--- config.mk ---
export PLATFORM = sky130hd
export DESIGN_NAME = sleep_wakeup_timer
export DESIGN_NICKNAME = d
export VERILOG_FILES = /design/src/inc/wake_timer_pkg.sv /design/src/logic/sleep_wakeup_timer.sv
export VERILOG_INCLUDE_DIRS = /design/src /design/src/inc
export SDC_FILE = /design/constraint.sdc
export NUM_CORES = 1
export LEC_CHECK = 0
export ABC_AREA = 1
export BUFFER_PORTS_ARGS = -buffer_cell sky130_fd_sc_hd__buf_2
export CAP_MARGIN = 40
export CORE_MARGIN = 4
export CORE_UTILIZATION = 39
export DETAILED_ROUTE_END_ITERATION = 8
export GPL_ROUTABILITY_DRIVEN = 0
export PLACE_DENSITY = 0.61
export SLEW_MARGIN = 10
export SYNTH_ARGS = -nofsm -noshare
export SYNTH_HDL_FRONTEND = slang
export SYNTH_SLANG_ARGS = --single-unit
--- constraint.sdc ---
create_clock -name clk -period 2.6 [get_ports clk]
set_input_delay 0.52 -clock clk [delete_from_list [all_inputs] [get_ports clk]]
set_output_delay 0.52 -clock clk [all_outputs]
set_load 0.02 [all_outputs]
--- src/inc/wake_timer_consts.svh ---
`ifndef WAKE_TIMER_CONSTS_SVH
`define WAKE_TIMER_CONSTS_SVH

// Register addresses on the special function register port
`define ADDR_WAKE_IRQ_CONTROL 8'hA1
`define ADDR_SLEEP_TIMER_CONTROL 8'hA2
`define ADDR_EVENT_TIMEOUT_LOW 8'hA3
`define ADDR_EVENT_TIMEOUT_HIGH 8'hA4
`define ADDR_COUNT_VALUE_LOW 8'hA5
`define ADDR_COUNT_VALUE_HIGH 8'hA6

// Reset values
`define RST_EVENT_TIMEOUT_LOW 8'h6B
`define RST_EVENT_TIMEOUT_HIGH 8'h87
`define RST_COUNT_BYTE 8'h00
`define RST_CTRL_RESERVED 3'h7
`define TIMER_RESET_VALUE 31'h0000_0004

// Field positions
`define CTRL_RES_LSB 0
`define CTRL_TIMER_RESET_BIT 2
`define CTRL_RESERVED_LSB 4
`define IRQC_FLAG_BIT 0
`define IRQC_RSVD1_BIT 1
`define IRQC_RSVD5_BIT 5
`define IRQC_MASK_BIT 4

// Slice step per resolution setting
`define RES_SHIFT_STEP 5

`endif

--- src/inc/wake_timer_pkg.sv ---
package wake_timer_pkg;

  // Register bus request from the CPU special function register port
  typedef struct packed {
    logic wr;
    logic rd;
    logic [7:0] addr;
    logic [7:0] wdata;
  } sfr_req_t;

  // Resolution selection
  typedef enum logic [1:0] {
    RES_1 = 2'h0,
    RES_32 = 2'h1,
    RES_1K = 2'h2,
    RES_32K = 2'h3
  } resolution_t;

endpackage

--- src/logic/sleep_wakeup_timer.sv ---
// Contract
// - Wake event sets the local pending flag in the interrupt control register.
// - Pending flag with mask set also raises the CPU-level wake interrupt flag.
// - CPU flag raised while CPU enable is 1 issues an interrupt request.
// - Interrupt request is suppressed when sleep mode field is not 00.
// - Address A5 reads low byte of the resolution-selected counter slice.
// - Address A6 reads high byte of that slice; both reset to 00.
// - Event value high byte read/write at A4, reset 87.
// - Event value low byte read/write at A3, reset 6B.
// - Writing 1 to timer reset bit loads counter with 4; bit reads 0.
// - Resolution 00,01,10,11 selects bits 15:0, 20:5, 25:10, 30:15.
// - Changing resolution only moves the slice; the counter keeps running.
// - Event interval is event value times 2^(5*res) slow clock periods.
// - In power modes zero to two the wake event returns chip to active.
`timescale 1ns/100ps
`include "wake_timer_consts.svh"

module sleep_wakeup_timer (
  input wire logic clk, // System clock, 100 MHz
  input wire logic rst, // Synchronous reset, active high
  input wire wake_timer_pkg::sfr_req_t sfr_req, // CPU register access
  output logic [7:0] sfr_rdata, // Read data, registered
  input wire logic slow_clk_pin, // Slow clock from crystal or RC oscillator
  input wire logic [1:0] sleep_mode, // Power mode field, 00 is active
  input wire logic cpu_wake_irq_enable, // CPU-level interrupt enable
  input wire logic cpu_flag_clear, // CPU clears its flag, one-cycle pulse
  output logic cpu_wake_irq_flag, // CPU-level wake interrupt flag
  output logic wake_interrupt, // Interrupt request to CPU
  output logic wake_to_active // Wake request to power controller, pulse
);

  // Slice select shared by readback and compare
  function automatic logic [15:0] slice_of(input logic [30:0] cnt, input logic [1:0] res);
    logic [30:0] sh;
    sh = cnt >> (res * `RES_SHIFT_STEP);
    slice_of = sh[15:0];
  endfunction

  // Write strobe for one register address
  function automatic logic write_hit(
    input wake_timer_pkg::sfr_req_t req,
    input logic [7:0] addr
  );
    write_hit = req.wr && (req.addr == addr);
  endfunction

  logic [30:0] count_reg;
  logic [30:0] count_next;
  logic [7:0] evt_low_reg;
  logic [7:0] evt_high_reg;
  logic [1:0] res_reg;
  logic [2:0] ctrl_rsvd_reg;
  logic irqc_mask_reg;
  logic irqc_rsvd5_reg;
  logic irqc_rsvd1_reg;
  logic pending_reg;
  logic cpu_flag_reg;
  logic irq_reg;
  logic wake_reg;
  logic [7:0] rdata_reg;
  logic [7:0] rdata_next;
  logic sync1_reg;
  logic sync2_reg;
  logic slow_prev_reg;
  logic reset_req_reg;

  // Decode of register writes
  wire logic wr_ctrl = write_hit(sfr_req, `ADDR_SLEEP_TIMER_CONTROL);
  wire logic wr_evt_lo = write_hit(sfr_req, `ADDR_EVENT_TIMEOUT_LOW);
  wire logic wr_evt_hi = write_hit(sfr_req, `ADDR_EVENT_TIMEOUT_HIGH);
  wire logic wr_irqc = write_hit(sfr_req, `ADDR_WAKE_IRQ_CONTROL);
  wire logic timer_reset_wr = wr_ctrl && sfr_req.wdata[`CTRL_TIMER_RESET_BIT];

  // Write-zero clears of the interrupt control flag bits
  wire logic pending_clear_wr = wr_irqc && !sfr_req.wdata[`IRQC_FLAG_BIT];
  wire logic rsvd1_clear_wr = wr_irqc && !sfr_req.wdata[`IRQC_RSVD1_BIT];

  // Slow clock edge, seen only through the second synchroniser stage
  wire logic slow_tick = sync2_reg && !slow_prev_reg;

  // Counter step, the slice shown to software and the slice the step lands on
  wire logic [30:0] count_inc = count_reg + 31'h0000_0001;
  wire logic [15:0] slice = slice_of(count_reg, res_reg);
  wire logic [15:0] slice_inc = slice_of(count_inc, res_reg);
  wire logic [15:0] event_value = {evt_high_reg, evt_low_reg};

  // Event on the slow edge that brings the slice to the value; a pending reset wins
  wire logic match_now = (slice_inc == event_value);
  wire logic wake_event = slow_tick && match_now && !reset_req_reg;
  wire logic flag_set = wake_event;

  // Power mode qualifiers
  wire logic mode_active = (sleep_mode == 2'h0);
  wire logic mode_wakeable = (sleep_mode != 2'h3);

  // CPU-level flag set, interrupt request raise and drop conditions
  wire logic cpu_flag_set = flag_set && irqc_mask_reg;
  wire logic irq_set = cpu_flag_set && cpu_wake_irq_enable && mode_active;
  wire logic irq_drop = cpu_flag_clear || !cpu_wake_irq_enable || !mode_active;

  // Read views of the control and interrupt control registers
  wire logic [7:0] irqc_view =
    {2'h0, irqc_rsvd5_reg, irqc_mask_reg, 2'h0, irqc_rsvd1_reg, pending_reg};
  wire logic [7:0] ctrl_view = {1'b0, ctrl_rsvd_reg, 2'h0, res_reg};

  // Counter next value: timer reset on the next slow edge, restart at the event
  always_comb begin
    count_next = count_reg;
    if (slow_tick) begin
      if (reset_req_reg) begin
        count_next = `TIMER_RESET_VALUE;
      end else if (match_now) begin
        count_next = 31'h0000_0000;
      end else begin
        count_next = count_inc;
      end
    end
  end

  // Two-stage synchroniser for the slow clock pin
  always_ff @(posedge clk) begin
    if (rst) begin
      sync1_reg <= 1'b0;
      sync2_reg <= 1'b0;
    end else begin
      sync1_reg <= slow_clk_pin;
      sync2_reg <= sync1_reg;
    end
  end

  // Previous synchronised level for the edge detect
  always_ff @(posedge clk) begin
    if (rst) begin
      slow_prev_reg <= 1'b0;
    end else begin
      slow_prev_reg <= sync2_reg;
    end
  end

  // Sleep counter
  always_ff @(posedge clk) begin
    if (rst) begin
      count_reg <= 31'h0000_0000;
    end else begin
      count_reg <= count_next;
    end
  end

  // Timer reset request, held until the next slow edge applies it
  always_ff @(posedge clk) begin
    if (rst) begin
      reset_req_reg <= 1'b0;
    end else if (timer_reset_wr) begin
      reset_req_reg <= 1'b1;
    end else if (slow_tick) begin
      reset_req_reg <= 1'b0;
    end
  end

  // Event timeout low byte
  always_ff @(posedge clk) begin
    if (rst) begin
      evt_low_reg <= `RST_EVENT_TIMEOUT_LOW;
    end else if (wr_evt_lo) begin
      evt_low_reg <= sfr_req.wdata;
    end
  end

  // Event timeout high byte
  always_ff @(posedge clk) begin
    if (rst) begin
      evt_high_reg <= `RST_EVENT_TIMEOUT_HIGH;
    end else if (wr_evt_hi) begin
      evt_high_reg <= sfr_req.wdata;
    end
  end

  // Resolution field
  always_ff @(posedge clk) begin
    if (rst) begin
      res_reg <= wake_timer_pkg::RES_1;
    end else if (wr_ctrl) begin
      res_reg <= sfr_req.wdata[`CTRL_RES_LSB +: 2];
    end
  end

  // Reserved control field
  always_ff @(posedge clk) begin
    if (rst) begin
      ctrl_rsvd_reg <= `RST_CTRL_RESERVED;
    end else if (wr_ctrl) begin
      ctrl_rsvd_reg <= sfr_req.wdata[`CTRL_RESERVED_LSB +: 3];
    end
  end

  // Event interrupt mask
  always_ff @(posedge clk) begin
    if (rst) begin
      irqc_mask_reg <= 1'b0;
    end else if (wr_irqc) begin
      irqc_mask_reg <= sfr_req.wdata[`IRQC_MASK_BIT];
    end
  end

  // Plain reserved bit of the interrupt control register
  always_ff @(posedge clk) begin
    if (rst) begin
      irqc_rsvd5_reg <= 1'b0;
    end else if (wr_irqc) begin
      irqc_rsvd5_reg <= sfr_req.wdata[`IRQC_RSVD5_BIT];
    end
  end

  // Pending flag: write 0 clears, event set wins over the clear
  always_ff @(posedge clk) begin
    if (rst) begin
      pending_reg <= 1'b0;
    end else if (flag_set) begin
      pending_reg <= 1'b1;
    end else if (pending_clear_wr) begin
      pending_reg <= 1'b0;
    end
  end

  // Reserved write-zero bit: software can only clear it
  always_ff @(posedge clk) begin
    if (rst) begin
      irqc_rsvd1_reg <= 1'b0;
    end else if (rsvd1_clear_wr) begin
      irqc_rsvd1_reg <= 1'b0;
    end
  end

  // CPU-level flag: set wins over the clear pulse
  always_ff @(posedge clk) begin
    if (rst) begin
      cpu_flag_reg <= 1'b0;
    end else if (cpu_flag_set) begin
      cpu_flag_reg <= 1'b1;
    end else if (cpu_flag_clear) begin
      cpu_flag_reg <= 1'b0;
    end
  end

  // Interrupt request: raised with the flag, dropped outside mode 00
  always_ff @(posedge clk) begin
    if (rst) begin
      irq_reg <= 1'b0;
    end else if (irq_set) begin
      irq_reg <= 1'b1;
    end else if (irq_drop) begin
      irq_reg <= 1'b0;
    end
  end

  // Wake pulse to the power controller
  always_ff @(posedge clk) begin
    if (rst) begin
      wake_reg <= 1'b0;
    end else begin
      wake_reg <= wake_event && mode_wakeable;
    end
  end

  // Read data mux
  always_comb begin
    rdata_next = 8'h00;
    unique case (sfr_req.addr)
      `ADDR_WAKE_IRQ_CONTROL: begin
        rdata_next = irqc_view;
      end
      `ADDR_SLEEP_TIMER_CONTROL: begin
        rdata_next = ctrl_view;
      end
      `ADDR_EVENT_TIMEOUT_LOW: begin
        rdata_next = evt_low_reg;
      end
      `ADDR_EVENT_TIMEOUT_HIGH: begin
        rdata_next = evt_high_reg;
      end
      `ADDR_COUNT_VALUE_LOW: begin
        rdata_next = slice[7:0];
      end
      `ADDR_COUNT_VALUE_HIGH: begin
        rdata_next = slice[15:8];
      end
      default: begin
        rdata_next = 8'h00;
      end
    endcase
  end

  // Registered read data
  always_ff @(posedge clk) begin
    if (rst) begin
      rdata_reg <= `RST_COUNT_BYTE;
    end else if (sfr_req.rd) begin
      rdata_reg <= rdata_next;
    end
  end

  assign sfr_rdata = rdata_reg;
  assign cpu_wake_irq_flag = cpu_flag_reg;
  assign wake_interrupt = irq_reg;
  assign wake_to_active = wake_reg;

endmodule

==> reports/qor.yml <==
status: "finished with violations"
violations: "setup timing"
critical_path_class: "register to register"
period_share: 1.129
synthCells: 1000
reg2reg_to: "count_reg[15]"
clock.fmax_mhz: 340.7
path_clk_slew_ns: 0.06
hold_buffers: 0
multi_input_area_um2: 4079
p_total_mw: 2.513
synth_compound_area_frac: 0.1721
timing.rr.start: "count_reg[0]"
die_h_um: 127.7
cp-end-kind: "register"
std_cell_rows: 43
worstHoldPathCells: 3
hold_viol_final: 0
synth_top_family_by_area: "simple AND/OR/NAND/NOR gates"
dr.pass1.iters: 7
wirelength_met1_mm: 9.934
routed_wire_length_per_instance_um: 16.93
r2r_slack_ns: -0.34
grt_max_degree: 53
area_growth_pct: 40.67
cp-endpoint: "count_reg[15]"
ys_ff_latch: 70
die-area_um2: 16310
clockRootBuffer: "clkbuf_16"
min_period_ns: 2.935
tns_ns: -10.35
regArea_um2: 1415
ys_warn_count: 0
synthAdderAreaFrac: 0.002238
clk_path_buf_depth: 2
setup_viol: 35
clock_latency_ns: 0.36
crit_arrival_ns: 3.14
ant_nets: 0
setup_slack_ns: -0.3355
slowest_delay_ns: 0.35
cts_buffers: 9
yosys-mux-area-fraction: 0.007162
core_um2: 13930
vdd_ir_drop_max_mv: 0.3856
leakage_nw: 3.375
top_layer: "met4"
critPathRequiredTime_ns: 2.81
syn_area_um2: 5590
htree_levels: 3
crit_start: "count_reg[0]"
dp_slack_ns: -0.3224
n_antenna_cell: 0
io_pins: 36
startpoint_type: "register"
fillers: 1369
slew_headroom: 0.5939
synth_xor_area_frac: 0.01880
viasPerCell: 5.569
hpwl_mm: 16.53
powerDensity_nw_per_um2: 319.5
grt_pass1_wl_mm: 34.98
cp_slowest_cell: "dfxtp_2"
reg2regPathDepth: 19
crit_fanout: 11
via_count: 7485
seq_area_frac_synth: 0.2507
fin_cells: 1344
fp.dieW_um: 127.7
cpMostUsedCell: "nand2_1"
dp.cells: 1311
grt.overflow.total: 0
io_buffers: 35
cp_cell_sequence: "ha_4 -> nand2_4 -> nor2_4 -> nand2_4 -> nor2_4 -> nand3_2 -> nand3_1 -> nand3_2 -> nand2_1 -> nand3_2 -> nand3_1 -> nand2_1 -> nor2_1 -> nand2_1 -> nor2_4 -> nand2_4 -> clkbuf_16 -> nand2_1 -> a21oi_1"
syn-num-nets: 1026
tightest_slew_ns: 0.6092
final_nets: 1185
cts.sinks: 70
largest_register_ffs: 31
yosys.area_share.simple: 0.4418
wl_met2_mm: 10.14
hold_class: "primary input to register"
dr_wl_met3_mm: 1.974
grt_use_total: 0.2700
synth_area_per_cell_um2: 5.590
drtIter0Drc: 949
drive_gt1_frac: 0.2826
clock_skew_ns: 0.009411
antenna_found_initial: 0
synth_cell_types: 35
layout_common_cells: "nand2_1 (291), buf_4 (141), inv_1 (102)"
routed_wl_mm: 22.76
initial_core_util: 0.4012
tritoncts: "yes"
final_common_cell: "nand2_1"
final_util: 0.5643
rsz0062_at_grt: "yes"
grt_pass1_vias: 6694
post-route-drc-count: 0
drv_slew: 0
max_cap_violations: 0
## routing by layer
metal / GRT usage / vias up
li1: - / 3574
met1: 0.3791 / 3437
met2: 0.4187 / 412
met3: 0.04750 / 62
met4: 0.09114 / 0
met5: 0 / -
## cells by family (layout without fill, tap and decap cells)
| kind of cell | after synthesis | in the layout |
|---|---|---|
| simple gates | 584 | 584 |
| compound gates | 177 | 177 |
| buf+inv | 152 | 316 |
| flops | 70 | 70 |
| xor+xnor | 12 | 12 |
| mux | 4 | 4 |
| fa+ha+maj | 1 | 1 |
## power breakdown
| group | internal (mW) | leakage, nW | switching, mW | total, mW |
|---|---|---|---|---|
| sequential | 1.08 | 0.570 | 0.00466 | 1.08 |
| clock | 0.773 | 0.141 | 0.524 | 1.30 |
| combinational | 0.0446 | 2.66 | 0.0887 | 0.133 |
## metrics by stage
step / hold WS [ns] / area, µm²
after floorplan: 0.3883 / 5590
after global placement: 0.4036 / 6868
after detailed placement: 0.4055 / 6868
after CTS: 0.3861 / 7576
after global routing: 0.3982 / 7864
final: 0.3887 / 7864
## cell usage after synthesis (all sizes together)
cell type / instances / area [µm²]
xor2: 12 / 105.1
o221ai: 7 / 61.31
o31ai: 1 / 7.510
a22o: 2 / 17.52
nor3: 7 / 35.03
nor3b: 1 / 7.510
a31oi: 3 / 18.77
o21ai: 74 / 370.4
clkbuf: 24 / 90.09
o22ai: 14 / 87.58
inv: 108 / 405.4
a21oi: 70 / 350.3
nand4: 14 / 87.58
and2: 5 / 31.28
o211ai: 2 / 15.01
and3: 1 / 6.260
a221oi: 3 / 26.28
nand3: 116 / 580.6
clkinv: 5 / 18.77
nor2: 106 / 440.4
ha: 1 / 12.51
buf: 15 / 85.08
o21bai: 1 / 7.510
nand3b: 2 / 15.01
mux2i: 4 / 40.04
nand2: 332 / 1266
dfxtp: 70 / 1401
## what timing repair did
| action | 4_1_cts | 5_1_grt |
|---|---|---|
| cloned | 0 | 2 |
| endpoints found under the setup margin | 35 | 37 |
| pin swaps | 19 | 11 |
| gates resized for setup | 84 | 52 |
| buffers inserted | 10 | 5 |
## worst min path at each step
stage / from / endpoint
floorplan: sync1_reg / sync2_reg
global placement: sync1_reg / sync2_reg
detailed placement: sync1_reg / sync2_reg
CTS: slow_clk_pin / sync1_reg
global route: slow_clk_pin / sync1_reg
finish: slow_clk_pin / sync1_reg
## area by class of cell
type,count,area share
multi-input cells,778,0.5187
repair buffers,187,0.1795
flip-flops and latches,70,0.1800
well taps,180,0.02864
clock inverters,6,0.008910
clock buffers,10,0.03039
inverters,113,0.05394
## worst max-delay path, delay by kind of cell (launching register included)
family | cells | cell delay (ns)
adders and majority gates | 1 | 0.17
buffers and inverters | 1 | 0.20
AOI/OAI and AO/OA | 1 | 0.06
DFF | 1 | 0.35
and+or+nand+nor | 16 | 2.01
Note: power is estimated with default switching activity, not from simulation.
